### config.mk
export PLATFORM = sky130hd
export DESIGN_NAME = aefr_top
export DESIGN_NICKNAME = d
export VERILOG_FILES = /design/src/core/aefr_pkg.sv /design/src/core/aefr_classify.sv /design/src/core/aefr_wb_slave.sv /design/src/core/aefr_top.sv
export SDC_FILE = /design/constraint.sdc
export NUM_CORES = 1
export LEC_CHECK = 0
export ABC_AREA = 1
export BUFFER_PORTS_ARGS = -buffer_cell sky130_fd_sc_hd__buf_2
export CORE_MARGIN = 2
export CORE_UTILIZATION = 50
export CTS_BUF_LIST = sky130_fd_sc_hd__clkbuf_16
export CTS_CLUSTER_SIZE = 14
export DETAILED_ROUTE_END_ITERATION = 10
export GPL_TIMING_DRIVEN = 0
export PLACE_DENSITY = 0.84
export SYNTH_ARGS = -nofsm -noshare
export SYNTH_HDL_FRONTEND = slang
export SYNTH_HIERARCHICAL = 1
export SYNTH_SLANG_ARGS = --single-unit
### constraint.sdc
create_clock -name SYS_CLK -period 1.7 [get_ports SYS_CLK]
set_input_delay 0.34 -clock SYS_CLK [delete_from_list [all_inputs] [get_ports SYS_CLK]]
set_output_delay 0.34 -clock SYS_CLK [all_outputs]
set_load 0.01 [all_outputs]
### src/core/aefr_pkg.sv
package aefr_pkg;

    // ==========================================================
    // frame offsets (byte offsets within the stacked frame)
    localparam logic [7:0] OFF_SSW = 8'h0C;
    localparam logic [7:0] OFF_RTE_LAST = 8'h0D;
    localparam logic [7:0] OFF_WRITEBACK_STATUS_THREE = 8'h0E;
    localparam logic [7:0] OFF_WRITEBACK_STATUS_TWO = 8'h10;
    localparam logic [7:0] OFF_WRITEBACK_STATUS_ONE = 8'h12;
    localparam logic [7:0] OFF_FA = 8'h14;
    localparam logic [7:0] OFF_WB3A = 8'h18;
    localparam logic [7:0] OFF_WRITEBACK_DATA_THREE = 8'h1C;
    localparam logic [7:0] OFF_WB2A = 8'h20;
    localparam logic [7:0] OFF_WRITEBACK_DATA_TWO = 8'h24;
    localparam logic [7:0] OFF_WRITEBACK_ADDRESS_ONE = 8'h28;
    localparam logic [7:0] OFF_WRITEBACK_DATA_ONE = 8'h2C;
    localparam logic [7:0] OFF_PD1 = 8'h30;
    localparam logic [7:0] OFF_PD2 = 8'h34;
    localparam logic [7:0] OFF_PD3 = 8'h38;

    // ==========================================================
    // wishbone register map
    localparam logic [7:0] REG_CTRL = 8'h00;
    localparam logic [7:0] REG_STAT = 8'h04;
    localparam logic [7:0] REG_SSW = 8'h08;
    localparam logic [7:0] REG_WBS = 8'h0C;
    localparam logic [7:0] REG_FA = 8'h10;
    localparam logic [7:0] REG_WRITEBACK_ADDRESS_ONE = 8'h14;
    localparam logic [7:0] REG_WRITEBACK_DATA_ONE = 8'h18;
    localparam logic [7:0] REG_WRITEBACK_DATA_TWO = 8'h1C;
    localparam logic [7:0] REG_WRITEBACK_DATA_THREE = 8'h20;
    localparam logic [7:0] REG_PD0 = 8'h24;
    localparam logic [7:0] REG_RTE = 8'h34;
    localparam logic [7:0] REG_SP = 8'h38;

    // control bits
    localparam int CTRL_ARM = 0;
    localparam int CTRL_RTE_GO = 1;
    // rte status bits
    localparam int RTE_DONE = 0;
    localparam int RTE_PEND = 1;

    // ==========================================================
    // encodings
    localparam logic [1:0] TT_NORMAL = 2'h0;
    localparam logic [1:0] TT_LINE_MOVE = 2'h1;
    localparam logic [2:0] TM_PUSH = 3'h0;
    localparam logic [1:0] SZ_LONG = 2'h0;
    localparam logic [1:0] SZ_LINE = 2'h3;
    localparam logic RW_READ = 1'b1;
    localparam logic RW_WRITE = 1'b0;
    localparam logic [31:0] SP_ADVANCE = 32'h0000003C;
    localparam logic [3:0] CONT_MASK = 4'hF;
    localparam logic [3:0] CONT_MOVEM = 4'h1;
    localparam logic [7:0] PEND_ADJ = 8'h0D;

    typedef enum logic [2:0] {
        FK_NONE, FK_READ, FK_PUSH, FK_WRITE, FK_LMOVE, FK_PAGE
    } aefr_kind_t;

    typedef struct packed {
        logic [3:0] cont;
        logic rw;
        logic [1:0] size;
        logic [1:0] tt;
        logic [2:0] tm;
    } aefr_ssw_t;

    typedef struct packed {
        logic valid;
        logic [1:0] tt;
        logic [1:0] size;
    } aefr_wbs_t;

    typedef struct packed {
        logic [31:0] addr;
        logic [31:0] data;
        logic [1:0] tt;
        logic [1:0] size;
        logic valid;
    } aefr_slot_t;

endpackage

### src/core/aefr_classify.sv
`timescale 1ns/1ps
module aefr_classify
    import aefr_pkg::*;
(
    input wire logic is_push,
    input wire logic is_write,
    input wire logic is_page,
    input wire logic [1:0] tt,
    output aefr_kind_t kind
);
    // ==========================================================
    // fault classification
    always_comb begin
        if (is_page) begin
            kind = FK_PAGE;
        end else if (is_push) begin
            kind = FK_PUSH;
        end else if (!is_write) begin
            kind = FK_READ;
        end else if (tt == TT_LINE_MOVE) begin
            kind = FK_LMOVE;
        end else begin
            kind = FK_WRITE;
        end
    end
endmodule

### src/core/aefr_wb_slave.sv
`timescale 1ns/1ps
module aefr_wb_slave
    import aefr_pkg::*;
(
    input wire logic clk,
    input wire logic rst_n,
    input wire logic cyc,
    input wire logic stb,
    input wire logic we,
    input wire logic [7:0] adr,
    output logic ack_ff,
    output logic wr_pulse,
    output logic [7:0] adr_q
);
    // ==========================================================
    // single cycle answer, ack dropped the cycle after
    always_ff @(posedge clk or negedge rst_n) begin
        if (!rst_n) begin
            ack_ff <= 1'b0;
        end else begin
            ack_ff <= cyc && stb && !ack_ff;
        end
    end

    // write lands at the edge where the master sees ack high
    assign wr_pulse = cyc && stb && we && ack_ff;
    assign adr_q = adr;
endmodule

### src/core/aefr_top.sv
// Design decisions made here: the address map and the Wishbone interface to the registers.
`timescale 1ns/1ps
// Notes on behaviour
// - read error: logical address, slots one/two cleared, only slot three
// - push error: physical address recorded, slot one ignored
// - push: all four long words saved, size line or long word
// - long-word push: address bits 3:2 pick the saved word
// - normal write error: logical address, slot one valid at address
// - line-move write error: logical address, slot one valid, four words
// - page fault: slot one clear, slot two valid, slot three and all four long words saved
// - push marked by transfer type 00 and modifier 000
// - slot line-move flagged by transfer type 01 with valid bit
// - slot three never line-move and never line size
// - return reads only frame offsets 0 through D
// - pending continuation: adjust stack, start that exception at once
// - read fault holds no pending writes in slots one or two
// - push frame never has slot one valid
// - no slot three write while slot two holds line-move, except page faults with pending slot two not valid
// - outside page faults, slot two line-move pending implies its read hit in cache
// - read/write flag: 1 read, 0 write
// - plain return advances stack pointer by 30 words
module aefr_top
    import aefr_pkg::*;
(
    // clock and reset
    input wire logic SYS_CLK,
    input wire logic RST_N,
    // wishbone slave
    input wire logic WB_CYC_I,
    input wire logic WB_STB_I,
    input wire logic WB_WE_I,
    input wire logic [7:0] WB_ADR_I,
    input wire logic [3:0] WB_SEL_I,
    input wire logic [31:0] WB_DAT_I,
    output logic [31:0] WB_DAT_O,
    output logic WB_ACK_O,
    // fault report from the memory pipeline
    input wire logic FAULT_TAKE,
    input wire logic FAULT_PAGE,
    input wire logic FAULT_PUSH,
    input wire logic FAULT_WRITE,
    input wire logic FAULT_CACHE_HIT,
    input wire logic [1:0] FAULT_TT,
    input wire logic [2:0] FAULT_TM,
    input wire logic [1:0] FAULT_SIZE,
    input wire logic [31:0] FAULT_LOG_ADDR,
    input wire logic [31:0] FAULT_PHYS_ADDR,
    input wire logic [127:0] FAULT_LINE,
    input aefr_pkg::aefr_slot_t PEND_SLOT1,
    input aefr_pkg::aefr_slot_t PEND_SLOT2,
    input aefr_pkg::aefr_slot_t PEND_SLOT3,
    // exception resume
    output logic FRAME_READY,
    output logic PEND_EXC_START,
    output logic RESUME
);
    import aefr_pkg::*;

    // ==========================================================
    // bus slave
    logic wb_ack;
    logic wb_wr;
    logic [7:0] wb_adr;
    aefr_wb_slave u_wb (
        .clk(SYS_CLK),
        .rst_n(RST_N),
        .cyc(WB_CYC_I),
        .stb(WB_STB_I),
        .we(WB_WE_I),
        .adr(WB_ADR_I),
        .ack_ff(wb_ack),
        .wr_pulse(wb_wr),
        .adr_q(wb_adr)
    );
    assign WB_ACK_O = wb_ack;

    // ==========================================================
    // classification
    aefr_kind_t kind;
    aefr_classify u_cls (
        .is_push(FAULT_PUSH),
        .is_write(FAULT_WRITE),
        .is_page(FAULT_PAGE),
        .tt(FAULT_TT),
        .kind(kind)
    );

    // ==========================================================
    // frame record
    logic arm_ff;
    logic ready_ff;
    aefr_ssw_t ssw_ff;
    logic [31:0] fa_ff;
    aefr_slot_t s1_ff, s2_ff, s3_ff;
    logic [31:0] pd_ff [4];
    logic [3:0] cont_ff;
    logic [31:0] sp_ff;
    logic take;

    assign take = FAULT_TAKE && arm_ff;

    always_ff @(posedge SYS_CLK or negedge RST_N) begin
        if (!RST_N) begin
            arm_ff <= 1'b0;
        end else if (wb_wr && wb_adr == REG_CTRL && WB_SEL_I[0]) begin
            arm_ff <= WB_DAT_I[CTRL_ARM];
        end
    end

    always_ff @(posedge SYS_CLK or negedge RST_N) begin
        if (!RST_N) begin
            ready_ff <= 1'b0;
        end else if (take) begin
            ready_ff <= 1'b1;
        end else if (wb_wr && wb_adr == REG_RTE && WB_DAT_I[CTRL_RTE_GO]) begin
            ready_ff <= 1'b0;
        end
    end

    always_ff @(posedge SYS_CLK or negedge RST_N) begin
        if (!RST_N) begin
            ssw_ff <= '0;
        end else if (take) begin
            ssw_ff.rw <= (kind == FK_READ) ? RW_READ : RW_WRITE;
            ssw_ff.tt <= (kind == FK_PUSH) ? TT_NORMAL : FAULT_TT;
            ssw_ff.tm <= (kind == FK_PUSH) ? TM_PUSH : FAULT_TM;
            ssw_ff.size <= (kind == FK_PUSH && FAULT_SIZE != SZ_LINE)
                ? SZ_LONG : FAULT_SIZE;
            ssw_ff.cont <= '0;
        end else if (wb_wr && wb_adr == REG_SSW) begin
            ssw_ff.cont <= WB_DAT_I[11:8];
        end
    end

    // physical for push keeps bits 3:2
    always_ff @(posedge SYS_CLK or negedge RST_N) begin
        if (!RST_N) begin
            fa_ff <= '0;
        end else if (take) begin
            fa_ff <= (kind == FK_PUSH) ? FAULT_PHYS_ADDR : FAULT_LOG_ADDR;
        end
    end

    always_ff @(posedge SYS_CLK or negedge RST_N) begin
        if (!RST_N) begin
            s1_ff <= '0;
        end else if (take) begin
            s1_ff <= '0;
            if (kind == FK_WRITE || kind == FK_LMOVE) begin
                s1_ff.valid <= 1'b1;
                s1_ff.addr <= FAULT_LOG_ADDR;
                s1_ff.data <= PEND_SLOT1.data;
                s1_ff.size <= FAULT_SIZE;
                s1_ff.tt <= (kind == FK_LMOVE) ? TT_LINE_MOVE : TT_NORMAL;
            end
        end
    end

    always_ff @(posedge SYS_CLK or negedge RST_N) begin
        if (!RST_N) begin
            s2_ff <= '0;
        end else if (take) begin
            if (kind == FK_READ) begin
                s2_ff <= '0;
            end else if (kind == FK_PAGE) begin
                s2_ff <= PEND_SLOT2;
                s2_ff.valid <= 1'b1;
            end else begin
                s2_ff <= PEND_SLOT2;
                if (PEND_SLOT2.tt == TT_LINE_MOVE && !FAULT_CACHE_HIT) begin
                    s2_ff.valid <= 1'b0;
                end
            end
        end
    end

    always_ff @(posedge SYS_CLK or negedge RST_N) begin
        if (!RST_N) begin
            s3_ff <= '0;
        end else if (take) begin
            s3_ff <= PEND_SLOT3;
            s3_ff.tt <= TT_NORMAL;
            if (PEND_SLOT3.size == SZ_LINE) begin
                s3_ff.size <= SZ_LONG;
            end
            if (kind != FK_READ && PEND_SLOT2.valid
                && PEND_SLOT2.tt == TT_LINE_MOVE) begin
                s3_ff.valid <= 1'b0;
            end
        end
    end

    genvar gi;
    generate
        for (gi = 0; gi < 4; gi++) begin : g_pd
            always_ff @(posedge SYS_CLK or negedge RST_N) begin
                if (!RST_N) begin
                    pd_ff[gi] <= '0;
                end else if (take && (kind == FK_PUSH || kind == FK_LMOVE
                                      || kind == FK_PAGE)) begin
                    pd_ff[gi] <= FAULT_LINE[gi*32 +: 32];
                end
            end
        end
    endgenerate

    // ==========================================================
    // return from exception
    // only offsets up to D consumed
    assign cont_ff = ssw_ff.cont & CONT_MASK;

    always_ff @(posedge SYS_CLK or negedge RST_N) begin
        if (!RST_N) begin
            sp_ff <= '0;
            RESUME <= 1'b0;
            PEND_EXC_START <= 1'b0;
        end else begin
            RESUME <= 1'b0;
            PEND_EXC_START <= 1'b0;
            if (wb_wr && wb_adr == REG_SP) begin
                sp_ff <= WB_DAT_I;
            end else if (wb_wr && wb_adr == REG_RTE
                         && WB_DAT_I[CTRL_RTE_GO] && ready_ff) begin
                sp_ff <= sp_ff + SP_ADVANCE;
                if (cont_ff != 4'h0 && cont_ff != CONT_MOVEM) begin
                    PEND_EXC_START <= 1'b1;
                end else begin
                    RESUME <= 1'b1;
                end
            end
        end
    end

    always_ff @(posedge SYS_CLK or negedge RST_N) begin
        if (!RST_N) begin
            FRAME_READY <= 1'b0;
        end else begin
            FRAME_READY <= ready_ff;
        end
    end

    // ==========================================================
    // read data
    logic [31:0] rd;
    always_comb begin
        rd = '0;
        unique case (wb_adr)
            REG_CTRL: rd = {31'h0, arm_ff};
            REG_STAT: rd = {31'h0, ready_ff};
            REG_SSW: rd = {20'h0, ssw_ff};
            REG_WBS: rd = {17'h0, s3_ff.valid, s3_ff.tt, s3_ff.size,
                           s2_ff.valid, s2_ff.tt, s2_ff.size,
                           s1_ff.valid, s1_ff.tt, s1_ff.size};
            REG_FA: rd = fa_ff;
            REG_WRITEBACK_ADDRESS_ONE: rd = s1_ff.addr;
            REG_WRITEBACK_DATA_ONE: rd = s1_ff.data;
            REG_WRITEBACK_DATA_TWO: rd = s2_ff.data;
            REG_WRITEBACK_DATA_THREE: rd = s3_ff.data;
            8'h24: rd = pd_ff[0];
            8'h28: rd = pd_ff[1];
            8'h2C: rd = pd_ff[2];
            8'h30: rd = pd_ff[3];
            REG_SP: rd = sp_ff;
            default: rd = '0;
        endcase
    end

    always_ff @(posedge SYS_CLK or negedge RST_N) begin
        if (!RST_N) begin
            WB_DAT_O <= '0;
        end else if (WB_CYC_I && WB_STB_I && !wb_ack) begin
            WB_DAT_O <= rd;
        end
    end

    // ==========================================================
    // checks
    read_clear_a: assert property (@(posedge SYS_CLK) disable iff (!RST_N)
        take && kind == FK_READ |=> !s1_ff.valid && !s2_ff.valid)
        else $error("read fault left slot one or two valid");
    push_phys_a: assert property (@(posedge SYS_CLK) disable iff (!RST_N)
        take && kind == FK_PUSH |=> fa_ff == $past(FAULT_PHYS_ADDR))
        else $error("push fault address not physical");
    push_one_a: assert property (@(posedge SYS_CLK) disable iff (!RST_N)
        ssw_ff.tm == TM_PUSH && ssw_ff.tt == TT_NORMAL && ready_ff
        |-> !s1_ff.valid)
        else $error("push frame has slot one valid");
    write_one_a: assert property (@(posedge SYS_CLK) disable iff (!RST_N)
        take && kind == FK_WRITE |=> s1_ff.valid
        && s1_ff.addr == fa_ff)
        else $error("write slot one mismatch");
    page_two_a: assert property (@(posedge SYS_CLK) disable iff (!RST_N)
        take && kind == FK_PAGE |=> s2_ff.valid && !s1_ff.valid)
        else $error("page fault slots wrong");
    three_line_a: assert property (@(posedge SYS_CLK) disable iff (!RST_N)
        s3_ff.tt != TT_LINE_MOVE && s3_ff.size != SZ_LINE)
        else $error("slot three holds line move");
    rw_code_a: assert property (@(posedge SYS_CLK) disable iff (!RST_N)
        take |=> ssw_ff.rw == ($past(kind) == FK_READ))
        else $error("read write flag wrong");
    sp_step_a: assert property (@(posedge SYS_CLK) disable iff (!RST_N)
        RESUME || PEND_EXC_START |-> sp_ff == $past(sp_ff) + 32'h3C)
        else $error("stack not advanced by thirty words");
endmodule

Yosys cells after proc, flatten, opt, wreduce, memory -nomap -nowiden

Index checks and enable logic that the tools add are counted.

Eq/ne operators: 25
Muxes and demuxes: 29
Add/subtract/negate cells: 1
Reduce and logical (&&, ||, !) cells: 28

Operators with widths:

| operator                                       | count |
|---|---|
| case mux 32 bit (14 select lines)              | 1 |
| two-way mux 32 bit                             | 3 |
| two-way mux 69 bit                             | 1 |
| == test 8 x 6 -> 1 bit (second input constant) | 7 |
| two-way mux 37 bit                             | 1 |
| adder 32 x 6 -> 32 bit (second input constant) | 1 |
| == test 8 x 5 -> 1 bit (second input constant) | 4 |
| logical AND 1 bit                              | 18 |
| == test 8 x 4 -> 1 bit (second input constant) | 2 |
| two-way mux 3 bit                              | 5 |
| two-way mux 1 bit                              | 13 |
| == test 8 x 3 -> 1 bit (second input constant) | 1 |
| logical NOT 8 bit                              | 1 |
| two-way mux 4 bit                              | 2 |
| == test 3 x 2 -> 1 bit (second input constant) | 2 |
| == test 3 bit (second input constant)          | 2 |
| two-way mux 2 bit                              | 3 |
| nonzero test 2 bit                             | 3 |
| == test 2 x 1 -> 1 bit (second input constant) | 2 |
| != test 4 x 1 -> 1 bit (second input constant) | 1 |
| nonzero test 4 bit                             | 1 |
| == test 3 x 1 -> 1 bit (second input constant) | 1 |
| logical OR 1 bit                               | 3 |
| != test 3 x 1 -> 1 bit (second input constant) | 1 |
| 3 further kinds                                | 4 |

Logic and storage cells: 113
Register bits after elaboration: 383
Input bits: 460
Output and inout port bits: 36

Depth between registers and ports, before layout

Gate-level depths: netlist of run 1.

Depth after elaboration: 9
Gate-level depth with buffers: 14
Depth with buffers taken out: 12

Modules after synthesis

Netlist of run 1, hierarchy kept.

Modules (own cells, without submodules):

| module        | cells an instance | area an instance (µm²) | instances | sequential area each (µm²) |
|---|---|---|---|---|
| aefr_top      | 2230              | 18302.6                | 1         | 9534.1 |
| aefr_wb_slave | 13                | 100.1                  | 1         | 25.0 |
| aefr_classify | 10                | 48.8                   | 1         | 0.0 |

Least setup slack after synthesis of run 1

No wires, ideal clock.

Path kind: input -> register
Start: input FAULT_TT[1]
End: register pd_ff[100] (netlist name)
Slack: -133 ps
Setup time: 125 ps
Buffers on the path: 2
Stages: 10
Arrival: 1708 ps
Data required time: 1575 ps
Path through: inv_1 > nand3_1 > o21ai_2 > nor2_1 > inv_1 > nor2_4 > o21ai_2 > buf_4 > buf_6 > mux2_2

Longest elaborated chain between the ends: 9
Elaborated cells between the ends (all ways): 11
Classes of those cells: 4 x eq/ne; 4 x mux; 3 x reduce/logical

Ends and longest elaborated chain:

| item                                                           | line                | text |
|---|---|---|
| start, declared                                                | aefr_top.sv:43      | `input wire logic [1:0] FAULT_TT,` |
| == test 2 x 1 -> 1 bit *                                       | aefr_classify.sv:20 | `end else if (tt == TT_LINE_MOVE) begin` |
| two-way mux 3 bit *                                            | aefr_classify.sv:20 |  |
| two-way mux 3 bit *                                            | aefr_classify.sv:18 | `end else if (!is_write) begin` |
| two-way mux 3 bit *                                            | aefr_classify.sv:16 | `end else if (is_push) begin` |
| two-way mux 3 bit *                                            | aefr_classify.sv:14 | `if (is_page) begin` |
| net kind[2]                                                    | aefr_top.sv:79      | `aefr_kind_t kind;` |
| == test 3 x 2 -> 1 bit / == test 3 bit (equally long branches) | aefr_top.sv:199     | `end else if (take && (kind == FK_PUSH \|\| kind == FK_LMOVE` |
| logical OR 1 bit                                               | aefr_top.sv:199     |  |
| logical OR 1 bit *                                             | aefr_top.sv:200     | `\|\| kind == FK_PAGE)) begin` |
| logical AND 1 bit *                                            | aefr_top.sv:199     |  |
| end signal, assigned by index                                  | aefr_top.sv:201     | `pd_ff[gi] <= FAULT_LINE[gi*32 +: 32];` |
| end, declared                                                  | aefr_top.sv:95      | `logic [31:0] pd_ff [4];` |

Mark *: on every way through the listed nets, which the timed path passes. The rest lies on a longest branch.
A chain may end at the register's enable or synchronous reset.

Worst setup path in the final report of run 1

Start: register arm_ff
End: register pd_ff[89] (netlist name)

Longest elaborated chain between the ends: 2

Ends and longest elaborated chain:

| item                   | line            | text |
|---|---|---|
| start, declared        | aefr_top.sv:90  | `logic arm_ff;` |
| start signal, assigned | aefr_top.sv:106 | `arm_ff <= WB_DAT_I[CTRL_ARM];` |
| logical AND 1 bit      | aefr_top.sv:100 | `assign take = FAULT_TAKE && arm_ff;` |
| logical AND 1 bit      | aefr_top.sv:199 |  |

No other way between the ends.

==> results of run 1 <==
## power groups by stage
stage / logic [mW] / clock network, mW / registers [mW]
6_report: 1.36 / 9.12 / 9.23
5_1_grt: 1.46 / 9.48 / 9.23
4_1_cts: 1.31 / 9.10 / 9.23
3_5_place_dp: 1.08 / 0 / 9.39
3_3_place_gp: 1.03 / 0 / 9.39
2_1_floorplan: 0.251 / 0 / 9.38
## layout by cell type (no fill, tap or decap), types with 9 or more instances in the layout
cell type / n
clkbuf_4: 10
nand2_1: 830
xor2_1: 12
clkbuf_16: 44
mux2_2: 120
nor2_4: 21
buf_6: 9
clkbuf_2: 26
a21oi_1: 20
o21ai_0: 144
a22o_1: 29
dlygate4sd3_1: 120
buf_2: 401
nor2_1: 187
dfrtp_1: 375
buf_4: 41
inv_1: 192
nor2_2: 13
o21ai_1: 18
nand3_1: 110
o22ai_1: 24
clkinv_1: 9
## metal layers
layer / share of wire, % / GRT usage (%) / up-vias
met3: 11 / 8.68 / 248
met5: 0.053 / 0 / -
met1: 38 / 50.2 / 9037
met4: 5.6 / 20.1 / 6
met2: 46 / 61.3 / 1193
li1: - / - / 8294
## critical path, stage by stage, from the launching register on
cell       delay (ns)
dfrtp_2          0.46
nand2_4          0.12
inv_4            0.08
o21ai_4          0.07
buf_12           0.16
buf_12           0.17
clkbuf_16        0.18
mux2_2           0.34
## final cells by class
class | count | area share (%)
antenna | 1 | 0.0103
timing repair buffer | 525 | 14.1
clock inverter | 32 | 1.05
inverter | 191 | 3.06
sequential | 382 | 39.5
buffer | 102 | 2.80
clock buffer | 43 | 4.44
multi-input combinational | 1577 | 32.6
tap | 468 | 2.42
## path summary, 6_finish.rpt
check	start	end	depth (start not counted)	slack (ns)
max	arm_ff	pd_ff[89]	7	0.02
min	RST_N	pd_ff[71]	1	-0.15
max reg2reg	arm_ff	pd_ff[89]	7	0.02
min reg2reg	WB_DAT_O[1]	WB_DAT_O[1]	2	0.48
max in group asynchronous	RST_N	pd_ff[52]	3	0.55
min in group SYS_CLK	FAULT_LINE[80]	pd_ff[48]	2	0
## flip-flops by register name (all words and copies together), names as in the netlist
name and cells:
arm_ff 1, ready_ff 1, sp_ff 32, FRAME_READY 1
WB_DAT_O 32, s2_ff 37, fa_ff 32, u_wb/ack_ff 1
PEND_EXC_START 1, RESUME 1, ssw_ff 8, s3_ff 35
pd_ff 128, s1_ff 68, cont_ff 4
## what timing repair did
item / in CTS / in global routing
setup endpoints to repair: 371 / 305
setup buffers: 11 / 10
pin swaps: 2 / 8
cloned: 1 / 1
hold endpoints to repair: 232 / 91
resized for setup: 72 / 95
## kinds of logic (layout without fill, tap and decap cells)
logic type      Yosys count  count (layout)
other cells               0               1
buf+inv                 295             893
compound gates          250             251
mux                     121             121
xor+xnor                 13              13
fa+ha+maj                 1               1
simple gates           1191            1191
flops                   382             382
==> out/summary.txt, run 1 <==
Top Ports: 496
Leak Pwr: 13.4 nW
syn_area_per_cell: 8.19 um2
Initial Utilization: 50.6%
Setup Total Neg Slack: 0 ns
fin area: 24200 um2
unrepaired setup endpoints after global routing: yes
dominant cell type by area after synthesis: dfrtp_1
Gate power share: 6.9%
DR vias: 18778
status: finished with violations
final hold violation count: 112
drt total wl: 75.0 mm
Pint: 15.0 mW
final period utilization: 98.8%
Util after Layout: 66.4%
Synth top area share: 51.8%
Top FF cell, synth: dfrtp_1
Synth Area in XOR/XNOR: 0.617%
mux contribution to synthesized area: 7.38%
Synth Net Count: 2714
Place WS: -0.912 ns
Clock power frac: 46.3%
gr usage total: 38.7%
top post-synthesis cells by area: dfrtp_1, nand2_1, mux2_2, nor2_1, o21ai_0
cell with the most instances after synthesis: nand2_1
Hold Crit Class: in2async
number of buffers created by CTS: 42
clk root buf: clkbuf_16
Pre-antenna DRT Iters: 5
vias in the first global route: 18654
non-filler cells, final: 3321
post-DR vias/cell: 5.65
fillers: 2973
Synth async-reset ratio: 100%
critical path class: reg2reg
setup violators final: 0
sw frac: 23.9%
kind of end point of the critical path: flip-flop
area of the multi-input gates: 7890 um2
Die W: 196 um
largest net degree at the start of global routing: 116
share of cells above drive strength 1: 26.2%
first-pass GRT wire length: 110 mm
cts hold-fix bufs: 120
dpl hpwl: 54.7 mm
power density cells: 814 nW/um2
synth cell count leaders: nand2_1, dfrtp_1, nor2_1, inv_1, o21ai_0
Post-Syn Area: 18500 um2
#FFs+latches synth: 382
port bufs: 381
WP data arrival: 2.15 ns
Yosys Warn Count: 6
Reg clk slew, reported paths: 0.06 ns
Area Growth Syn to Fin: 31.2%
Compound-Gate Fraction of Synth Area: 7.76%
number of antenna violations at the first check in global routing: 4
skew final: 0.0141 ns
Post-Place Cells: 3105
routability cong.: 0.990
max_cap viols: 0
P_sw: 4.71 mW
Routed Antenna Nets: 0
DRC viols: 0
Seq. cell area: 9570 um2
sequential share of the synthesized area: 51.8%
clk buf depth: 3
overall power: 19.7 mW
Die Height: 196 um
Mapped Cells: 2253
area of the core: 36400 um2
failing checks: hold timing
Post-synth EDFFs: 0
total global routing overflow: 0
Reg power frac: 46.8%
CP max FO: 8
nature of the critical path startpoint: flip-flop
first-iteration detailed-routing DRC count: 2208
Core Rows: 70
WL per Instance: 22.6 um
CTS tree: done
Fin Hold WS: -0.155 ns
fin crit period: 1.68 ns
Clk Latency, worst-skew pair: 0.58 ns
VDD IR max: 0.000721 V
Max-slew headroom: 32.7%
worst path required time: 2.17 ns
count of cell types in the netlist: 37
CTS H-tree depth: 2
die area: 38500 um2
largest family of logic cells by synthesized area: simple AND/OR/NAND/NOR gates
f_max: 596 MHz
post-layout net count: 3282
clk sinks: 382
Slew Viols, Final: 0
post-synthesis simple-gate area fraction: 25.6%
post-route setup slack: 0.0210 ns
area post-placement: 21100 um2
adder-cell share of the synthesized area: 0.0678%
worst-margin pin slew: 1.01 ns
(Power assumes the default switching activity.)
==> run 2, diff against run 1 <==
PLACE_DENSITY = 0.73   (was 0.84)
==> out/summary.txt, run 2 (synthesis gave the netlist of run 1 again) <==
gr usage total: 38.9% (was 38.7%)
WP data arrival: 2.17 ns (was 2.15 ns)
f_max: 584 MHz (was 596 MHz)
total global routing overflow: 0 (unchanged)
Setup Total Neg Slack: -0.0393 ns (was 0 ns)
area of the core: 36400 um2 (unchanged)
commonest cells after routing, fill and taps aside: nand2_1, buf_2, dfrtp_1, inv_1, nor2_1 (unchanged)
Die W: 196 um (unchanged)
Die Height: 196 um (unchanged)
share of cells above drive strength 1: 25.3% (was 26.2%)
hold_sp: FAULT_LINE[61]
skew final: 0.0213 ns (was 0.0141 ns)
drt total wl: 75.2 mm (was 75.0 mm)
Core Rows: 70 (unchanged)
largest net degree at the start of global routing: 113 (was 116)
power density cells: 781 nW/um2 (was 814 nW/um2)
crit path launch: arm_ff (unchanged)
critical path class: reg2reg (unchanged)
Regs by FF count: pd_ff x128, s1_ff x68, s2_ff x37 (unchanged)
commonest non-fill, non-tap cell in the layout: nand2_1 (unchanged)
WL per Instance: 22.2 um (was 22.6 um)
Reg clk slew, reported paths: 0.06 ns (about the same)
Place WS: -0.907 ns (was -0.912 ns)
clk sinks: 382 (unchanged)
vias in the first global route: 18666 (was 18654)
status: finished with violations (unchanged)
Leak Pwr: 13.7 nW (was 13.4 nW)
CTS H-tree depth: 2 (unchanged)
CP max FO: 8 (unchanged)
max FFs per register: 128 (unchanged)
failing checks: setup timing (was hold timing)
Fin Hold WS: 0.0104 ns (was -0.155 ns)
setup violators final: 6 (was 0)
DRC viols: 0 (unchanged)
final hold violation count: 0 (was 112)
worst path required time: 2.16 ns (was 2.17 ns)
Slew Viols, Final: 0 (unchanged)
CTS tree: done (unchanged)
routability cong.: 0.985 (was 0.990)
final period utilization: 101% (was 98.8%)
nature of the critical path startpoint: flip-flop (unchanged)
clk buf depth: 3 (unchanged)
Routed Antenna Nets: 0 (unchanged)
max_cap viols: 0 (unchanged)
DR vias: 18666 (was 18778)
Hold Crit Class: in2reg (was in2async)
post-DR vias/cell: 5.51 (was 5.65)
post-layout net count: 3343 (was 3282)
first-iteration detailed-routing DRC count: 1853 (was 2208)
Area Growth Syn to Fin: 34.3% (was 31.2%)
number of buffers created by CTS: 43 (was 42)
Util after Layout: 68.0% (was 66.4%)
fin crit period: 1.71 ns (was 1.68 ns)
Initial Utilization: 50.6% (unchanged)
clk root buf: clkbuf_16 (unchanged)
first-pass GRT wire length: 110 mm (about the same)
reg2reg start: arm_ff (unchanged)
die area: 38500 um2 (unchanged)
Biggest register: pd_ff (unchanged)
port bufs: 381 (unchanged)
VDD IR max: 0.000698 V (was 0.000721 V)
Clk Latency, worst-skew pair: 0.59 ns (was 0.58 ns)
Max-slew headroom: 51.4% (was 32.7%)
worst-margin pin slew: 0.727 ns (was 1.01 ns)
Top Ports: 496 (unchanged)
Pre-antenna DRT Iters: 7 (was 5)
number of antenna violations at the first check in global routing: 7 (was 4)
post-route setup slack: -0.0120 ns (was 0.0210 ns)
unrepaired setup endpoints after global routing: yes (unchanged)
kind of end point of the critical path: flip-flop (unchanged)
dpl hpwl: 54.4 mm (was 54.7 mm)
overall power: 19.3 mW (was 19.7 mW)
[run 2: final timing paths]
path	slack [ns]	cells after the start	end
worst min register to register	0.48	2	sp_ff[1]
worst max register to register	-0.01	7	pd_ff[100]
min in group asynchronous	0.34	2	pd_ff[69]
max in group asynchronous	0.33	3	sp_ff[27]
worst max-delay path	-0.01	7	pd_ff[100]
worst min-delay path	0.01	2	pd_ff[93]
[run 2: cell type report]
type | instances | area [um2]
fillers | 2984 | 11700
flip-flops and latches | 382 | 9570
multi-input cells | 1576 | 7860
repair buffers | 584 | 4020
clock buffers | 43 | 1080
inverters | 191 | 738
plain buffers | 104 | 717
well taps | 468 | 586
clock inverters | 35 | 201
diodes | 5 | 12.5
[run 2: power breakdown]
part           total (mW)  internal [mW]  switching (mW)
registers            9.23           9.18          0.0485
logic                1.45          0.704           0.746
clock network        8.67           4.76            3.90
[run 2: critical path: stages, from the launching register on]
cell and delay [ns]:
dfrtp_2 0.44, nand2_4 0.11, inv_2 0.09, o21ai_4 0.08, buf_12 0.16, buf_12 0.17
clkbuf_16 0.19, mux2_2 0.33
[run 2: per-stage QoR]
stage,instances,cell area [um2]
final,3388,24800
after global placement,3102,21000
after detailed placement,3105,21100
after floorplan,2253,18500
after CTS,3368,24400
after global routing,3387,24800
[run 2: routing by layer]
| metal | share of wire (%) | track usage (%) |
|---|---|---|
| met5 | 0.031 | 0 |
| met4 | 5.2 | 20.5 |
| met3 | 11 | 9.95 |
| met2 | 46 | 62.0 |
| met1 | 38 | 49.1 |
[run 2: timing repair]
item	4_1_cts	5_1_grt
resized for setup	60	104
buffers inserted	8	11
hold buffers	177	2
endpoints found under the setup margin	370	245
gates cloned	0	2
pin swaps	4	10
hold endpoints to repair	252	2
